===== src/design/erf_pkg.sv =====
// Shared constants, types and register map of the Ethernet receive filter
package erf_pkg;
	// Register byte offsets on the APB slave
	localparam logic [7:0] REG_MODE = 8'h00;
	localparam logic [7:0] REG_STATUS = 8'h04;
	localparam logic [7:0] REG_LINK = 8'h08;
	localparam logic [7:0] REG_IRQ_EN = 8'h0C;
	localparam logic [7:0] REG_HASH_LO = 8'h10;
	localparam logic [7:0] REG_HASH_HI = 8'h14;
	localparam logic [7:0] REG_NODE_LO = 8'h18;
	localparam logic [7:0] REG_NODE_HI = 8'h1C;

	// Mode register fields
	localparam int FM_LO_BIT = 0;
	localparam int FM_HI_BIT = 1;
	localparam int FLAWED_EN_BIT = 2;
	localparam int BUF_EMPTY_BIT = 6;

	// Link control register fields
	localparam int LINK_EN_N_BIT = 7;
	localparam logic LINK_EN_N_RST = 1'b1;

	// Receive status register fields (also header status byte)
	localparam int ST_OVF_BIT = 0;
	localparam int ST_CRC_BIT = 1;
	localparam int ST_ALIGN_BIT = 2;
	localparam int ST_SHORT_BIT = 3;
	localparam int ST_GOOD_BIT = 5;
	localparam int ST_RDERR_BIT = 6;
	localparam int ST_PKT_BIT = 7;

	// Filter mode encodings {filter_mode_hi, filter_mode_lo}
	localparam logic [1:0] FM_REJECT_ALL = 2'b00;
	localparam logic [1:0] FM_NODE_BCAST = 2'b01;
	localparam logic [1:0] FM_NODE_BCAST_HASH = 2'b10;
	localparam logic [1:0] FM_PASS_ALL = 2'b11;

	// Framing and CRC figures
	localparam logic [3:0] SFD_PATTERN = 4'hB;
	localparam logic [31:0] CRC_INIT = 32'hFFFF_FFFF;
	localparam logic [31:0] CRC_POLY = 32'hEDB8_8320;
	localparam logic [31:0] CRC_RESIDUE = 32'hDEBB_20E3;
	localparam logic [10:0] DA_BYTES = 11'd6;
	localparam logic [10:0] CRC_BYTES = 11'd4;
	localparam logic [10:0] MIN_FRAME = 11'd64;
	localparam logic [2:0] DLY_FULL = 3'd4;
	localparam logic [2:0] FIFO_DEPTH = 3'd4;

	// Receiver sequencing
	typedef enum logic [1:0] {ST_IDLE, ST_PREAMBLE, ST_DATA, ST_FINISH} erf_state_e;

	// Header handed to the buffer controller with each commit
	typedef struct packed {
		logic [7:0] status;
		logic [7:0] spare;
		logic [15:0] len;
	} erf_hdr_s;
endpackage


===== src/design/erf_rx.sv =====
// Ethernet receive path: framing, address filter, error checks, APB registers
//
// Functional notes
// - Enable bit low: watch carrier, ready to receive
// - Carrier sense assertion starts a receive attempt
// - Find 1011 preamble end, next bit starts DA
// - Carrier drop before SFD returns to idle, after it ends the frame
// - Classify DA: individual, multicast, broadcast
// - Hash index is top six CRC bits
// - Index splits into table byte and bit
// - Multicast accepted when hash bit set, no errors
// - Hash applies only to multicast addresses
// - Broadcast accepted unless reject-all mode
// - Hash used only in mode binary 10
// - Pass-all, node plus broadcast, node plus hash modes
// - Store only matching error-free packets unless flawed enabled
// - On store: header, clear empty, set arrived, interrupt
// - Last four bytes checked, never written out
// - Errored packet dropped, pointers rewound
// - Kept flawed packet carries errors in header
// - Five receive errors flagged, each interruptible
// - Overflow removes partial packet, keeps earlier ones
// - Small FIFO buffers bytes toward buffer controller
`timescale 1ns/100ps
`default_nettype none

module erf_rx (
	input wire logic ref_clk,
	input wire logic sys_rst,
	input wire logic psel,
	input wire logic penable,
	input wire logic pwrite,
	input wire logic [7:0] paddr,
	input wire logic [31:0] pwdata,
	output logic [31:0] prdata,
	output logic pready,
	output logic pslverr,
	input wire logic rx_clk_pin,
	input wire logic rx_data_pin,
	input wire logic rx_crs_pin,
	output logic wr_valid,
	output logic [7:0] wr_data,
	input wire logic wr_ready,
	input wire logic buf_full,
	input wire logic buf_drained,
	input wire logic host_rd_empty,
	output logic pkt_commit,
	output logic pkt_discard,
	output erf_pkg::erf_hdr_s pkt_hdr,
	output logic rx_irq
);
	import erf_pkg::*;

	// One serial step of the reflected CRC-32
	function automatic logic [31:0] crc_step(input logic [31:0] c, input logic b);
		crc_step = (c >> 1) ^ ((c[0] ^ b) ? CRC_POLY : 32'h0000_0000);
	endfunction

	////////////////////////////////////////////////////////////////////////
	// Registers and flags
	logic [1:0] filter_mode;
	logic flawed_en;
	logic buf_empty;
	logic link_enable_n;
	logic [7:0] irq_en;
	logic [63:0] hash_tbl;
	logic [47:0] node_addr;
	logic [7:0] rx_status;
	logic packet_arrived_flag;

	// Input synchronisers and settled levels
	logic [2:0] clk_sync;
	logic [2:0] dat_sync;
	logic [2:0] crs_sync;
	logic clk_lvl;
	logic crs_lvl;
	logic bit_tick;
	logic crs_rise;
	logic crs_fall;

	// Receiver state
	erf_state_e state;
	logic [3:0] pre_sr;
	logic [7:0] sh;
	logic [2:0] bit_cnt;
	logic [10:0] byte_cnt;
	logic [31:0] crc;
	logic [47:0] da;
	logic [7:0] dly [0:3];
	logic [2:0] dly_cnt;
	logic accepting;
	logic addr_ok;
	logic err_ovf;
	logic push_req;
	logic [7:0] push_data;
	logic fin_pulse;
	logic [7:0] fin_err;

	// FIFO
	logic [7:0] fifo_mem [0:3];
	logic [1:0] fifo_wp;
	logic [1:0] fifo_rp;
	logic [2:0] fifo_cnt;

	// Combinational helpers
	logic [7:0] byte_val;
	logic [47:0] da_next;
	logic [31:0] crc_next;
	logic [5:0] hash_idx;
	logic is_mcast;
	logic is_bcast;
	logic is_node;
	logic pass_addr;
	logic apb_wr;
	logic fifo_pop;
	logic drained;

	////////////////////////////////////////////////////////////////////////
	// Pin synchronisers: a change counts once stages two and three agree
	always_ff @(posedge ref_clk or posedge sys_rst) begin
		if (sys_rst) begin
			clk_sync <= 3'h0;
			dat_sync <= 3'h0;
			crs_sync <= 3'h0;
		end else begin
			clk_sync <= {clk_sync[1:0], rx_clk_pin};
			dat_sync <= {dat_sync[1:0], rx_data_pin};
			crs_sync <= {crs_sync[1:0], rx_crs_pin};
		end
	end

	// Settled levels give one-cycle edge events
	always_ff @(posedge ref_clk or posedge sys_rst) begin
		if (sys_rst) begin
			clk_lvl <= 1'b0;
			crs_lvl <= 1'b0;
			bit_tick <= 1'b0;
			crs_rise <= 1'b0;
			crs_fall <= 1'b0;
		end else begin
			bit_tick <= 1'b0;
			crs_rise <= 1'b0;
			crs_fall <= 1'b0;
			if (clk_sync[1] == clk_sync[2] && clk_sync[2] != clk_lvl) begin
				clk_lvl <= clk_sync[2];
				bit_tick <= clk_sync[2];
			end
			if (crs_sync[1] == crs_sync[2] && crs_sync[2] != crs_lvl) begin
				crs_lvl <= crs_sync[2];
				crs_rise <= crs_sync[2];
				crs_fall <= ~crs_sync[2];
			end
		end
	end

	////////////////////////////////////////////////////////////////////////
	// Address classification on the byte that completes the DA field
	always_comb begin
		byte_val = {dat_sync[2], sh[7:1]};
		da_next = {byte_val, da[47:8]};
		crc_next = crc_step(crc, dat_sync[2]);
		hash_idx = {crc_next[0], crc_next[1], crc_next[2],
			crc_next[3], crc_next[4], crc_next[5]};
		is_mcast = da_next[0];
		is_bcast = &da_next;
		is_node = ~da_next[0] && (da_next == node_addr);
		case (filter_mode)
			FM_PASS_ALL: pass_addr = 1'b1;
			FM_NODE_BCAST: pass_addr = is_node || is_bcast;
			FM_NODE_BCAST_HASH: pass_addr = is_node || is_bcast
				|| (is_mcast && hash_tbl[hash_idx]);
			default: pass_addr = 1'b0; // Reject all, broadcast too
		endcase
	end

	////////////////////////////////////////////////////////////////////////
	// Receiver state machine
	always_ff @(posedge ref_clk or posedge sys_rst) begin
		if (sys_rst) begin
			state <= ST_IDLE;
			pre_sr <= 4'h0;
			sh <= 8'h00;
			bit_cnt <= 3'd0;
			byte_cnt <= 11'd0;
			crc <= CRC_INIT;
			da <= 48'h0;
			dly_cnt <= 3'd0;
			accepting <= 1'b0;
			addr_ok <= 1'b0;
			err_ovf <= 1'b0;
			push_req <= 1'b0;
			push_data <= 8'h00;
			fin_pulse <= 1'b0;
			fin_err <= 8'h00;
			for (int i = 0; i < 4; i++) begin
				dly[i] <= 8'h00;
			end
		end else begin
			push_req <= 1'b0;
			fin_pulse <= 1'b0;
			case (state)
				ST_IDLE: begin
					if (!link_enable_n && crs_rise) begin
						state <= ST_PREAMBLE;
						pre_sr <= 4'h0;
					end
				end
				ST_PREAMBLE: begin
					if (link_enable_n || crs_fall) begin
						state <= ST_IDLE; // Carrier lost before frame start
					end else if (bit_tick) begin
						pre_sr <= {pre_sr[2:0], dat_sync[2]};
						if ({pre_sr[2:0], dat_sync[2]} == SFD_PATTERN) begin
							state <= ST_DATA;
							bit_cnt <= 3'd0;
							byte_cnt <= 11'd0;
							crc <= CRC_INIT;
							dly_cnt <= 3'd0;
							accepting <= 1'b1;
							addr_ok <= 1'b0;
							err_ovf <= 1'b0;
						end
					end
				end
				ST_DATA: begin
					if (link_enable_n || crs_fall) begin
						// Frame ends on carrier drop or disable; residue, length, alignment and overflow decide fault
						state <= ST_FINISH;
						if (link_enable_n) begin
							accepting <= 1'b0;
						end
						fin_err <= 8'h00;
						fin_err[ST_ALIGN_BIT] <= (bit_cnt != 3'd0);
						fin_err[ST_CRC_BIT] <= (crc != CRC_RESIDUE);
						fin_err[ST_SHORT_BIT] <= (byte_cnt < MIN_FRAME);
						fin_err[ST_OVF_BIT] <= err_ovf;
					end else if (bit_tick) begin
						crc <= crc_next;
						sh <= byte_val;
						bit_cnt <= bit_cnt + 3'd1;
						if (bit_cnt == 3'd7) begin
							byte_cnt <= byte_cnt + 11'd1;
							if (byte_cnt < DA_BYTES) begin
								da <= da_next;
							end
							if (byte_cnt == DA_BYTES - 11'd1) begin
								addr_ok <= pass_addr;
								if (!pass_addr) begin
									accepting <= 1'b0; // Rejected: stop feeding buffer
								end
							end
							// Four-byte delay keeps the CRC field out of the buffer
							dly[0] <= byte_val;
							for (int i = 1; i < 4; i++) begin
								dly[i] <= dly[i - 1];
							end
							if (dly_cnt != DLY_FULL) begin
								dly_cnt <= dly_cnt + 3'd1;
							end else if (accepting) begin
								if (buf_full || fifo_cnt == FIFO_DEPTH) begin
									err_ovf <= 1'b1;
									accepting <= 1'b0;
								end else begin
									push_req <= 1'b1;
									push_data <= dly[3];
								end
							end
						end
					end
				end
				ST_FINISH: begin
					// Wait for queued bytes to reach the buffer before deciding
					if (drained && !push_req) begin
						fin_pulse <= 1'b1;
						state <= ST_IDLE;
					end
				end
				default: state <= ST_IDLE;
			endcase
		end
	end

	////////////////////////////////////////////////////////////////////////
	// Elastic FIFO plus registered output stage toward the buffer
	assign fifo_pop = (fifo_cnt != 3'd0) && (!wr_valid || wr_ready);
	assign drained = (fifo_cnt == 3'd0) && !wr_valid;

	always_ff @(posedge ref_clk or posedge sys_rst) begin
		if (sys_rst) begin
			fifo_wp <= 2'd0;
			fifo_rp <= 2'd0;
			fifo_cnt <= 3'd0;
			wr_valid <= 1'b0;
			wr_data <= 8'h00;
			for (int i = 0; i < 4; i++) begin
				fifo_mem[i] <= 8'h00;
			end
		end else begin
			if (push_req) begin
				fifo_mem[fifo_wp] <= push_data;
				fifo_wp <= fifo_wp + 2'd1;
			end
			if (fifo_pop) begin
				wr_data <= fifo_mem[fifo_rp];
				fifo_rp <= fifo_rp + 2'd1;
				wr_valid <= 1'b1;
			end else if (wr_ready) begin
				wr_valid <= 1'b0;
			end
			fifo_cnt <= fifo_cnt + {2'd0, push_req} - {2'd0, fifo_pop};
		end
	end

	////////////////////////////////////////////////////////////////////////
	// Commit or rewind of the tentatively written packet
	always_ff @(posedge ref_clk or posedge sys_rst) begin
		if (sys_rst) begin
			pkt_commit <= 1'b0;
			pkt_discard <= 1'b0;
			pkt_hdr <= '0;
		end else begin
			pkt_commit <= 1'b0;
			pkt_discard <= 1'b0;
			if (fin_pulse) begin
				// Overflow always discards; other faults only when flawed mode is off
				if (addr_ok && accepting && !fin_err[ST_OVF_BIT]
					&& (fin_err == 8'h00 || flawed_en)) begin
					pkt_commit <= 1'b1;
					pkt_hdr.status <= fin_err;
					pkt_hdr.status[ST_GOOD_BIT] <= (fin_err == 8'h00);
					pkt_hdr.spare <= 8'h00;
					pkt_hdr.len <= {5'd0, byte_cnt - CRC_BYTES};
				end else begin
					pkt_discard <= 1'b1;
				end
			end
		end
	end

	////////////////////////////////////////////////////////////////////////
	// Status flags: hardware set wins over software write-one-clear
	always_ff @(posedge ref_clk or posedge sys_rst) begin
		if (sys_rst) begin
			rx_status <= 8'h00;
			buf_empty <= 1'b1;
		end else begin
			for (int i = 0; i < 8; i++) begin
				if (apb_wr && paddr == REG_STATUS && pwdata[i]) begin
					rx_status[i] <= 1'b0;
				end
			end
			// Only a raised error writes, so a same-cycle clear of a quiet bit stands
			for (int i = ST_OVF_BIT; i <= ST_SHORT_BIT; i++) begin
				if (fin_pulse && addr_ok && fin_err[i]) begin
					rx_status[i] <= 1'b1;
				end
			end
			if (host_rd_empty) begin
				rx_status[ST_RDERR_BIT] <= 1'b1;
			end
			if (pkt_commit) begin
				rx_status[ST_PKT_BIT] <= 1'b1;
				buf_empty <= 1'b0;
			end else if (buf_drained) begin
				buf_empty <= 1'b1;
			end
		end
	end

	assign packet_arrived_flag = rx_status[ST_PKT_BIT];

	// Single interrupt line from enabled status bits
	always_ff @(posedge ref_clk or posedge sys_rst) begin
		if (sys_rst) begin
			rx_irq <= 1'b0;
		end else begin
			rx_irq <= |(rx_status & irq_en);
		end
	end

	////////////////////////////////////////////////////////////////////////
	// APB slave: zero-wait, answer registered in the setup cycle
	assign apb_wr = psel && penable && pready && pwrite;

	always_ff @(posedge ref_clk or posedge sys_rst) begin
		if (sys_rst) begin
			pready <= 1'b0;
			pslverr <= 1'b0;
			prdata <= 32'h0000_0000;
		end else begin
			pready <= psel && !penable;
			pslverr <= 1'b0;
			if (psel && !penable) begin
				prdata <= 32'h0000_0000;
				case (paddr)
					REG_MODE: begin
						prdata[FM_HI_BIT:FM_LO_BIT] <= filter_mode;
						prdata[FLAWED_EN_BIT] <= flawed_en;
						prdata[BUF_EMPTY_BIT] <= buf_empty;
					end
					REG_STATUS: prdata[7:0] <= {packet_arrived_flag, rx_status[6:0]};
					REG_LINK: prdata[LINK_EN_N_BIT] <= link_enable_n;
					REG_IRQ_EN: prdata[7:0] <= irq_en;
					REG_HASH_LO: prdata <= hash_tbl[31:0];
					REG_HASH_HI: prdata <= hash_tbl[63:32];
					REG_NODE_LO: prdata <= node_addr[31:0];
					REG_NODE_HI: prdata[15:0] <= node_addr[47:32];
					default: pslverr <= 1'b1; // Unmapped offset
				endcase
			end
		end
	end

	// Software-written control; host keeps hash writes to disabled periods
	always_ff @(posedge ref_clk or posedge sys_rst) begin
		if (sys_rst) begin
			filter_mode <= FM_REJECT_ALL;
			flawed_en <= 1'b0;
			link_enable_n <= LINK_EN_N_RST;
			irq_en <= 8'h00;
			hash_tbl <= 64'h0;
			node_addr <= 48'h0;
		end else if (apb_wr) begin
			case (paddr)
				REG_MODE: begin
					filter_mode <= pwdata[FM_HI_BIT:FM_LO_BIT];
					flawed_en <= pwdata[FLAWED_EN_BIT];
				end
				REG_LINK: link_enable_n <= pwdata[LINK_EN_N_BIT];
				REG_IRQ_EN: irq_en <= pwdata[7:0];
				REG_HASH_LO: hash_tbl[31:0] <= pwdata;
				REG_HASH_HI: hash_tbl[63:32] <= pwdata;
				REG_NODE_LO: node_addr[31:0] <= pwdata;
				REG_NODE_HI: node_addr[47:32] <= pwdata[15:0];
				default: filter_mode <= filter_mode;
			endcase
		end
	end
endmodule // erf_rx

`default_nettype wire


===== config.mk =====
export PLATFORM = sky130hd
export DESIGN_NAME = erf_rx
export DESIGN_NICKNAME = d
export VERILOG_FILES = /design/src/design/erf_pkg.sv /design/src/design/erf_rx.sv
export SDC_FILE = /design/constraint.sdc
export NUM_CORES = 1
export LEC_CHECK = 0
export BUFFER_PORTS_ARGS = -buffer_cell sky130_fd_sc_hd__buf_4
export CORE_UTILIZATION = 40
export CTS_BUF_LIST = sky130_fd_sc_hd__clkbuf_4 sky130_fd_sc_hd__clkbuf_8 sky130_fd_sc_hd__clkbuf_16
export DETAILED_ROUTE_END_ITERATION = 10
export SLEW_MARGIN = 20
export SYNTH_ARGS = -nofsm -noshare
export SYNTH_HDL_FRONTEND = slang
export SYNTH_SLANG_ARGS = --single-unit

===== constraint.sdc =====
create_clock -name ref_clk -period 15 [get_ports ref_clk]
set_input_delay 3 -clock ref_clk [delete_from_list [all_inputs] [get_ports ref_clk]]
set_output_delay 3 -clock ref_clk [all_outputs]
set_load 0.005 [all_outputs]

==> results of run 1 <==
-- flip-flops by register name (all words and copies together) (netlist names), 4 cells and up, named ones only --
register and flops:
da 40, dly 32, pkt_hdr 16, fin_err 4
push_data 8, node_addr 48, irq_en 8, sh 7
crc 32, rx_status 6, fifo_mem 32, byte_cnt 11
prdata 32, wr_data 8, hash_tbl 64
-- worst max-delay path, cell delays in order --
cell	delay (ns)
buf_4	0.11
nor4_1	0.43
and3_1	0.62
and2_1	0.46
nand3_2	0.47
mux2_2	0.45
-- through the flow --
| stage | hold WS (ns) | util | cells | setup slack (ns) |
|---|---|---|---|---|
| finish | 0.349 | 0.473 | 2217 | 9.89 |
| global route | 0.357 | 0.473 | 2217 | 9.73 |
| CTS | 0.351 | 0.472 | 2216 | 9.96 |
| detailed placement | 0.341 | 0.439 | 2142 | 9.37 |
| global placement | 0.335 | 0.439 | 2142 | 9.42 |
| floorplan | 0.331 | - | 1512 | 1.05 |
-- final cells by class --
type | instances | area [sq um]
multi-input combinational | 994 | 7800
timing repair buffer | 133 | 1020
sequential | 396 | 9950
clock buffer | 65 | 1350
inverter | 28 | 113
clock inverter | 9 | 110
tap | 592 | 741
fill | 4019 | 23500
-- how the worst min path moves through the flow --
stage / from / to / slack [ns]
after floorplan: clk_sync[0] / clk_sync[1] / 0.33
after global placement: dat_sync[0] / dat_sync[1] / 0.34
after detailed placement: dat_sync[0] / dat_sync[1] / 0.34
after CTS: clk_sync[0] / clk_sync[1] / 0.35
after global routing: dat_sync[0] / dat_sync[1] / 0.36
final: clk_sync[0] / clk_sync[1] / 0.35
-- per-layer routing --
layer	up-vias	GRT usage	wire (microns)
met5	-	0	0
met4	0	0.0480	836
met3	62	0.0297	1960
met2	276	0.318	21600
met1	6165	0.285	21600
li1	5497	-	-
-- logic make-up after synthesis --
| kind of cell | share of synthesized area |
|---|---|
| other | 0.000205 |
| buffers and inverters | 0.0322 |
| and+or+nand+nor | 0.101 |
| xor gates and xnor gates | 0.0394 |
| AOI/OAI and AO/OA | 0.0702 |
| muxes | 0.200 |
| adders and majority gates | 0.0121 |
| DFF | 0.545 |
-- where the power goes --
group          total (mW)  leakage (nW)  switching [mW]  internal [mW]
Clock                1.08         0.734           0.426          0.652
Sequential           1.30          5.33           0.116           1.18
Combinational       0.445          3.89           0.265          0.180
Total                2.82          9.95           0.807           2.01
-- cells in the mapped netlist, drive strengths merged, types with 3 or more instances --
cell type	number	share of area
nand2	147	0.031
clkbuf	46	0.0095
nand4	32	0.011
o211ai	3	0.0012
a32oi	4	0.0019
nor3b	3	0.0012
and2	3	0.0010
nand3	38	0.011
a31oi	11	0.0038
mux2	253	0.16
nor4	14	0.0051
mux4	16	0.020
buf	48	0.017
a32o	4	0.0022
a41oi	3	0.0014
dfrtp	362	0.50
nor2b	8	0.0027
a22oi	8	0.0033
a21oi	32	0.0088
mux2i	35	0.019
o31ai	4	0.0016
inv	28	0.0058
a21o	5	0.0021
a221oi	5	0.0024
xor2	7	0.0034
o21ai	57	0.016
nor3	23	0.0066
nor2	90	0.018
dfstp	34	0.049
a211oi	4	0.0026
a22o	27	0.013
o22ai	4	0.0014
and3	6	0.0021
nand2b	7	0.0024
a221o	4	0.0022
xnor2	70	0.034
or3	4	0.0014
nor4b	3	0.0023
ha	16	0.011
==> reports/qor.csv, run 1 <==
stage,metric,value,unit
clock_tree,H-tree levels,2,
logic_synthesis,sequential-to-total area share from yosys stat,0.545,
sta,Least-Margin Pin Slew,0.931,ns
sta,final worst-path cycle share,0.341,
routing,post-route ant nets,0,
sta,Final Hold Viols,0,
global_route,number of global-route vias before repair,12092,
worst_setup_path,Worst Path Required,15.44,ns
die,Initial Utilization,0.410,
finish,Layout area overhead,15.4,%
logic_synthesis,post-synth cell types,76,
pwr,leakage,9.95,nW
global_route,initial antenna violation count,0,
routing,drt drc,0,
clock_tree,CTS Buf Count,43,
die,num rows,77,
pwr,worst vdd ir,81.4,uV
worst_setup_path,r2r startpoint,dat_sync[2],
routing,Pre-antenna DRT Iters,5,
sta,RSZ-0062 raised after global routing,false,
clock_tree,"CTS clk-pin slew, worst paths",0.06,ns
sta,fin. max-slew vios,0,
die,total die area,46500,sq um
sta,clock skew,0.0259,ns
routing,detailed-route wire length per cell,20.7,microns
clock_tree,Sink Count,396,
pwr,Total Power,2.82,mW
logic_synthesis,ys async rst share,1.00,
place,detailed placement HPWL,31.9,mm
routing,total number of vias,12000,
clock_tree,deepest clock path buffer count,3,
global_route,first-pass GRT wire length,72.5,mm
worst_setup_path,RR Endpoint,da[46],
finish,Final nets,1665,
die,Die H,216,microns
run_status,outcome,completed,
clock_tree,cts hold-fix bufs,0,
min_path,HP Class,flip-flop to flip-flop,
global_route,grt total ovfl,0,
worst_setup_path,critical path type,input pin to flip-flop,
place,gpl congestion,0.895,
clock_tree,CTS tree,done,
routing,"wirelength, routed",45.9,mm
worst_setup_path,Setup crit end,node_addr[42],
global_route,GRT Util Overall,0.199,
sta,Tmin final,5.11,ns
min_path,hold path cells,0,
sta,Max-slew headroom,0.380,
finish,"most common cell after layout, fill and taps aside",dfrtp_1,
die,Die Width,216,microns
routing,routed vias/inst,5.41,
clock_tree,clk_lat worst skew,0.58,ns
worst_setup_path,top fanout value on the critical path,16,
flow_run,max_cap viols,0,
finish,Inserted Diodes,0,
place,placed cell areas,19600,sq um
logic_synthesis,syn_area_per_cell,12.2,sq um
logic_synthesis,top_reg_cell synth,dfrtp_1,
worst_setup_path,critical path startpoint,paddr[0],
worst_setup_path,Crit. End Element,flip-flop,
worst_setup_path,critical path arrival,5.55,ns
sta,Fmax,196,MHz
global_route,largest net degree at the start of global routing,104,
routing,1st-iter DRT viols,872,
logic_synthesis,Post-Syn Area,18300,sq um
die,Core Area,44600,sq um
clock_tree,Post-CTS Setup Bufs,0,
pwr,Power per Cell Area,134,nW/um^2
logic_synthesis,"flops & latches, synth",396,
sta,final setup vio count,0,
logic_synthesis,cells after synthesis,1497,
die,top-level I/O count,130,
clock_tree,clock root cell,clkbuf_16,
finish,fraction of layout cells with a size suffix above 1,0.316,
place,I/O Buffers,113,
logic_synthesis,synth warn,0,
worst_setup_path,Startpoint Class,input pin,
logic_synthesis,Post-synth EDFFs,0,
finish,most frequent cells in the layout,"dfrtp_1, mux2_2, nand2_1",
sta,final setup TNS,0,ns
worst_setup_path,Worst Reg-to-Reg Cells,7,
worst_setup_path,R2R Setup Slk,11.56,ns
clock_tree,post-CTS sizing,0,
finish,Final Cell Area,21100,sq um
Power figures use the tool's default switching activity.
==> run 2, diff against run 1 <==
- clock period: 15 -> 4.4 ns (I/O delays scaled with it)
==> run 2 against run 1 <==
Effect of this change:
- sequential share of layout area fell by 0.14 points
- via count grew 1.5%
- sequential power increased to 3.4 times the previous value
- flip-flop and latch count unchanged
- global-route usage increased by 0.39 points
- non-clock buffer count up 4
- worst hold slack lost 0.0021 ns
- final cell count grew 0.32%
- clock power rose to 3.4 times the previous value
- critical path type is now flip-flop to flip-flop
- largest cell class unchanged
- highest routed layer unchanged
==> reports/qor.csv, run 2 (synthesis results as in run 1) <==
stage,metric,value,unit,change
clock_tree,deepest clock path buffer count,3,,unchanged
worst_setup_path,r2r startpoint,state[0],,
clock_tree,cts hold-fix bufs,0,,unchanged
die,Initial Utilization,0.410,,unchanged
flow_run,max_cap viols,0,,unchanged
finish,Final nets,1670,,+0.30%
clock_tree,H-tree levels,2,,unchanged
run_status,outcome,completed,,
pwr,Switching Share,0.290,,+0.00357
sta,Tmin final,3.08,ns,
global_route,GRT Util Overall,0.203,,+0.00392
pwr,Cell Int Power,6.85,mW,+240%
sta,clock skew,0.0308,ns,+0.00497 ns
routing,"wirelength, routed",46.6,mm,+1.3%
routing,total number of vias,12181,,+1.5%
finish,Largest register FFs,64,,unchanged
finish,Largest Register,hash_tbl,,
die,Die H,216,microns,unchanged
die,total die area,46500,sq um,unchanged
sta,final setup vio count,0,,unchanged
routing,post-route ant nets,0,,unchanged
clock_tree,clock root cell,clkbuf_16,,
sta,Least-Margin Pin Slew,1.04,ns,+0.111 ns
place,gpl congestion,0.892,,-0.31%
clock_tree,clk_lat worst skew,0.58,ns,about the same
place,I/O Buffers,113,,unchanged
global_route,largest net degree at the start of global routing,124,,+19%
finish,Reg area,9950,sq um,unchanged
finish,area of the multi-input gates,7800,sq um,unchanged
die,top-level I/O count,130,,unchanged
clock_tree,"CTS clk-pin slew, worst paths",0.06,ns,about the same
finish,Largest regs,"hash_tbl x64, node_addr x48, da x40",,
worst_setup_path,top fanout value on the critical path,41,,+25
routing,detailed-route wire length per cell,20.9,microns,+1.0%
clock_tree,Post-CTS Setup Bufs,0,,unchanged
sta,Fmax,324,MHz,
die,num rows,77,,unchanged
clock_tree,Sink Count,396,,unchanged
worst_setup_path,RR Endpoint,da[36],,
worst_setup_path,critical path arrival,3.52,ns,-2.03 ns
pwr,Power per Cell Area,456,nW/um^2,+240%
min_path,hold path cells,0,,unchanged
finish,Layout area overhead,15.8,%,
sta,fin. max-slew vios,0,,unchanged
pwr,worst vdd ir,301,uV,+270%
place,Placed Cells,2147,,+0.23%
pwr,NetSw,2.79,mW,+250%
routing,Pre-antenna DRT Iters,5,,unchanged
routing,1st-iter DRT viols,936,,+7.3%
pwr,clock group share of total power,0.381,,about the same
worst_setup_path,Startpoint Class,flip-flop,,
pwr,Seq pwr share,0.459,,about the same
clock_tree,CTS Buf Count,44,,+2.3%
clock_tree,CTS tree,done,,
global_route,number of global-route vias before repair,12338,,+2.0%
min_path,HP Class,flip-flop to flip-flop,,
global_route,grt total ovfl,0,,unchanged
die,Core Area,44600,sq um,unchanged
finish,most frequent cells in the layout,"dfrtp_1, mux2_2, nand2_1",,
place,detailed placement HPWL,32.6,mm,+2.1%
routing,routed vias/inst,5.48,,+1.2%
finish,Layout fillers,3945,,-1.8%
finish,"most common cell after layout, fill and taps aside",dfrtp_1,,
die,Die Width,216,microns,unchanged
finish,Final Instance Count excl. Fillers,2224,,+0.32%
min_path,WHS Endpoint,clk_sync[1],,
worst_setup_path,Worst Reg-to-Reg Cells,7,,unchanged
finish,post-layout util,0.474,,+0.00143
pwr,Total Power,9.65,mW,+240%
clock_tree,post-CTS sizing,0,,unchanged
worst_setup_path,Worst Path Required,4.84,ns,-10.60 ns
min_path,hold path start,clk_sync[0],,
sta,final worst-path cycle share,0.701,,
pwr,leakage,9.98,nW,+0.29%
finish,Inserted Diodes,0,,unchanged
sta,Max-slew headroom,0.305,,-0.0749
pwr,Gate power share,0.160,,+0.002
worst_setup_path,critical path type,flip-flop to flip-flop,,
finish,fraction of layout cells with a size suffix above 1,0.319,,+0.00293
worst_setup_path,Crit. End Element,flip-flop,,
global_route,initial antenna violation count,0,,unchanged
global_route,first-pass GRT wire length,73.8,mm,+1.8%
worst_setup_path,R2R Setup Slk,1.32,ns,-10.24 ns
sta,Final Hold Viols,0,,unchanged
sta,RSZ-0062 raised after global routing,false,,
routing,drt drc,0,,unchanged
run 2: cell count changes in the layout (fill, tap and decap cells not counted), moves of 2 or more:
cell | previous run | this run
buf_12 | 0 | 5
clkinv_2 | 5 | 3
clkbuf_4 | 7 | 15
clkbuf_8 | 14 | 11
run 2: power groups by stage:
stage | Combinational, mW | Clock, mW | Sequential (mW)
after floorplan | 1.21 | 0 | 4.27
after global placement | 1.51 | 0 | 4.48
after global routing | 1.70 | 3.91 | 4.48
after CTS | 1.54 | 3.76 | 4.43
after detailed placement | 1.54 | 0 | 4.49
final | 1.54 | 3.67 | 4.43
run 2: how the worst max path moves through the flow:
stage / to / start / depth (start not counted) / slack [ns]
finish: da[36] / state[0] / 7 / 1.32
floorplan: async pin / sys_rst / 1 / -1.78
detailed placement: irq_en[5] / paddr[0] / 6 / 1.00
CTS: da[36] / dat_sync[2] / 8 / 1.34
global route: da[12] / dat_sync[2] / 8 / 1.15
global placement: irq_en[2] / paddr[0] / 6 / 1.10
run 2: cell type report:
| type | instances | area share |
|---|---|---|
| Inverter | 28 | 0.00515 |
| Clock buffer | 70 | 0.0645 |
| Clock inverter | 7 | 0.00426 |
| Sequential cell | 396 | 0.471 |
| Tap cell | 592 | 0.0350 |
| Multi-Input combinational cell | 994 | 0.369 |
| Timing Repair Buffer | 137 | 0.0516 |
run 2: critical path, stage by stage, from the launching register on:
cell and delay [ns]:
dfrtp_1 0.45, nand2b_1 0.43, nor2_1 0.14, a211oi_4 0.43, nand2_4 0.37, nor4b_4 0.44, buf_12 0.31, mux2_1 0.36
run 2: through the flow:
| stage | area (sq um) | setup WS [ns] | hold WS, ns | setup TNS (ns) |
|---|---|---|---|---|
| after global placement | 19700 | 1.10 | 0.335 | 0 |
| final | 21200 | 1.32 | 0.347 | 0 |
| after global routing | 21200 | 1.15 | 0.357 | 0 |
| after floorplan | 18300 | -1.78 | 0.331 | -656.15 |
| after detailed placement | 19700 | 1.00 | 0.335 | 0 |
| after CTS | 21100 | 1.34 | 0.348 | 0 |
run 2: layer usage:
metal | share of wire | track usage | routed length [microns] | up-vias
li1 | - | - | - | 5539
met1 | 0.46 | 0.290 | 21500 | 6275
met2 | 0.47 | 0.321 | 22000 | 296
met3 | 0.043 | 0.0258 | 1980 | 71
met4 | 0.023 | 0.0660 | 1070 | 0
met5 | 0 | 0 | 0 | -
==> run 3, diff against run 2 <==
- clock period: 4.4 -> 3.15 ns (I/O delays scaled with it)
==> run 3 against run 2 <==
Effect of this change:
- clock power is 39% higher
- first-iteration DRC count decreased by 12%
- power grew 39%
- utilization is 0.12 points higher
- critical endpoint is now accepting
- register-to-register slack got worse by 1.1 ns
- maximum frequency is 3.6% higher
- combinational power is 38% higher
- sequential power grew 40%
- flip-flop and latch count unchanged
- via count is 0.15% lower
- global-route usage increased by 0.33 points
- critical path depth increased by 1
- highest routed layer unchanged
==> reports/qor.csv, run 3 (synthesis results as in run 1) <==
stage,metric,value,unit,change
run_status,outcome,completed,,
sta,Least-Margin Pin Slew,0.884,ns,-0.157 ns
sta,final setup vio count,0,,unchanged
routing,Pre-antenna DRT Iters,4,,-1
die,Die Width,216,microns,unchanged
worst_setup_path,Worst Reg-to-Reg Cells,8,,+1
clock_tree,deepest clock path buffer count,3,,unchanged
die,Initial Utilization,0.410,,unchanged
finish,post-layout util,0.475,,+0.00118
die,top-level I/O count,130,,unchanged
finish,Largest regs,"hash_tbl x64, node_addr x48, da x40",,
worst_setup_path,critical path arrival,3.47,ns,-0.05 ns
finish,Final nets,1679,,+0.54%
worst_setup_path,Crit. End Element,flip-flop,,
routing,routed vias/inst,5.45,,-0.55%
clock_tree,clk_lat worst skew,0.57,ns,about the same
routing,drt drc,0,,unchanged
worst_setup_path,RR Endpoint,accepting,,
global_route,number of global-route vias before repair,12487,,+1.2%
place,detailed placement HPWL,33.0,mm,+1.2%
finish,Largest Register,hash_tbl,,
routing,post-route ant nets,0,,unchanged
min_path,HP Class,input pin to async pin,,
worst_setup_path,"slowest stage delay, CP",0.91,ns,+0.46 ns
die,num rows,77,,unchanged
sta,Fmax,336,MHz,+3.6%
finish,fraction of layout cells with a size suffix above 1,0.323,,+0.00373
worst_setup_path,Crit path max-delay family,compound AO/OA/AOI/OAI gates,,
sta,fin. max-slew vios,0,,unchanged
worst_setup_path,Startpoint Class,flip-flop,,
flow_run,max_cap viols,0,,unchanged
die,total die area,46500,sq um,unchanged
worst_setup_path,CP bufs+invs,1,,unchanged
pwr,Power per Cell Area,633,nW/um^2,+39%
clock_tree,CTS Buf Count,44,,unchanged
global_route,first-pass GRT wire length,74.8,mm,+1.3%
routing,detailed-route wire length per cell,21.1,microns,+0.66%
global_route,initial antenna violation count,1,,+1
routing,total number of vias,12163,,-0.15%
sta,Tmin final,2.98,ns,-0.108 ns
place,gpl congestion,0.879,,-1.4%
clock_tree,cts hold-fix bufs,0,,unchanged
finish,most frequent cells in the layout,"dfrtp_1, mux2_2, nand2_1",,
worst_setup_path,Worst Path Required,3.64,ns,-1.20 ns
worst_setup_path,slowest CP cell,xnor3_1,,
clock_tree,post-CTS sizing,0,,unchanged
global_route,GRT Util Overall,0.206,,+0.00329
global_route,largest net degree at the start of global routing,103,,-17%
pwr,leakage,10.0,nW,+0.31%
worst_setup_path,top fanout value on the critical path,16,,-61%
finish,Inserted Diodes,0,,unchanged
clock_tree,H-tree levels,2,,unchanged
finish,"most common cell after layout, fill and taps aside",dfrtp_1,,
place,DP Worst Slack,0.249,ns,-0.755 ns
global_route,grt total ovfl,0,,unchanged
routing,1st-iter DRT viols,826,,-12%
clock_tree,CTS tree,done,,
worst_setup_path,critical path type,flip-flop to flip-flop,,
global_route,M2 GR Usage,0.330,,+0.00954
global_route,GR Util met1,0.293,,+0.00316
clock_tree,Sink Count,396,,unchanged
sta,final worst-path cycle share,0.945,,+0.244
worst_setup_path,R2R Setup Slk,0.17,ns,-1.14 ns
finish,Layout area overhead,16.1,%,
clock_tree,Post-CTS Setup Bufs,0,,unchanged
sta,setup ws final,0.174,ns,-1.14 ns
sta,Max-slew headroom,0.409,,+0.104
worst_setup_path,CP Cell Sequence,"xnor3_1, buf_4, nand2_1, a32oi_1, a31oi_1, o22ai_1, nand3_1, a21oi_1",,
place,I/O Buffers,113,,unchanged
pwr,worst vdd ir,366,uV,+21%
worst_setup_path,Setup crit end,accepting,,
sta,RSZ-0062 raised after global routing,false,,
global_route,met3 usage,0.0330,,+0.00719
clock_tree,clock root cell,clkbuf_16,,
finish,Largest register FFs,64,,unchanged
global_route,"Most Used Layer, Global Route",met2,,
die,Core Area,44600,sq um,unchanged
worst_setup_path,r2r startpoint,dat_sync[2],,
finish,Layout fillers,4069,,+3.1%
clock_tree,"CTS clk-pin slew, worst paths",0.06,ns,about the same
sta,Final Hold Viols,0,,unchanged
sta,clock skew,0.0142,ns,-0.0166 ns
worst_setup_path,cell depth of the worst setup path,8,,+1
die,Die H,216,microns,unchanged
routing,"wirelength, routed",47.1,mm,+1.1%
worst_setup_path,critical path startpoint,dat_sync[2],,
==> run 3: final cells by class <==
class,instances,area (sq um),area share
clock buffers,67,1350,0.0636
repair buffers,146,1170,0.0552
flip-flops and latches,396,9950,0.469
multi-input cells,994,7790,0.368
inverters,28,109,0.00513
clock inverters,10,88.8,0.00419
well taps,592,741,0.0349
==> run 3: through the flow <==
| stage | TNS, ns | instances | hold WS [ns] | cell area [sq um] | power, mW |
|---|---|---|---|---|---|
| CTS | 0 | 2233 | 0.0458 | 21200 | 13.6 |
| detailed placement | 0 | 2156 | 0.338 | 19800 | 8.41 |
| global placement | 0 | 2156 | 0.353 | 19800 | 8.35 |
| floorplan | -1052.15 | 1512 | 0.331 | 18300 | 7.67 |
| finish | 0 | 2233 | 0.0607 | 21200 | 13.4 |
| global route | 0 | 2233 | 0.0558 | 21200 | 14.1 |
==> run 3: worst min-delay path by stage <==
stage | start | end | slack [ns] | cells after the start
after global placement | clk_sync[0] | clk_sync[1] | 0.35 | 0
after floorplan | clk_sync[0] | clk_sync[1] | 0.33 | 0
final | sys_rst | dly[21] | 0.06 | 2
after detailed placement | dat_sync[0] | dat_sync[1] | 0.34 | 0
after global routing | sys_rst | dly[21] | 0.06 | 2
after CTS | sys_rst | dly[28] | 0.05 | 2
==> run 3: power breakdown <==
| part | internal (mW) | total (mW) | switching, mW |
|---|---|---|---|
| clock network | 3.03 | 5.09 | 2.06 |
| logic | 0.883 | 2.13 | 1.25 |
| registers | 5.63 | 6.19 | 0.564 |
| total | 9.54 | 13.4 | 3.87 |
==> run 3: routing by layer <==
layer,wire (microns),vias to the layer above,part of all wire
met3,2230,69,0.047
li1,-,5544,-
met2,22100,272,0.47
met1,21800,6278,0.46
met5,0,-,0
met4,920,0,0.020
==> run 3: worst reg2reg max path: cells and delay by family, from the launching register on <==
kind	cells	cell delay [ns]
simple gates	2	0.21
flops	1	0.48
buf+inv	1	0.33
xor+xnor	1	0.92
compound gates	4	0.97
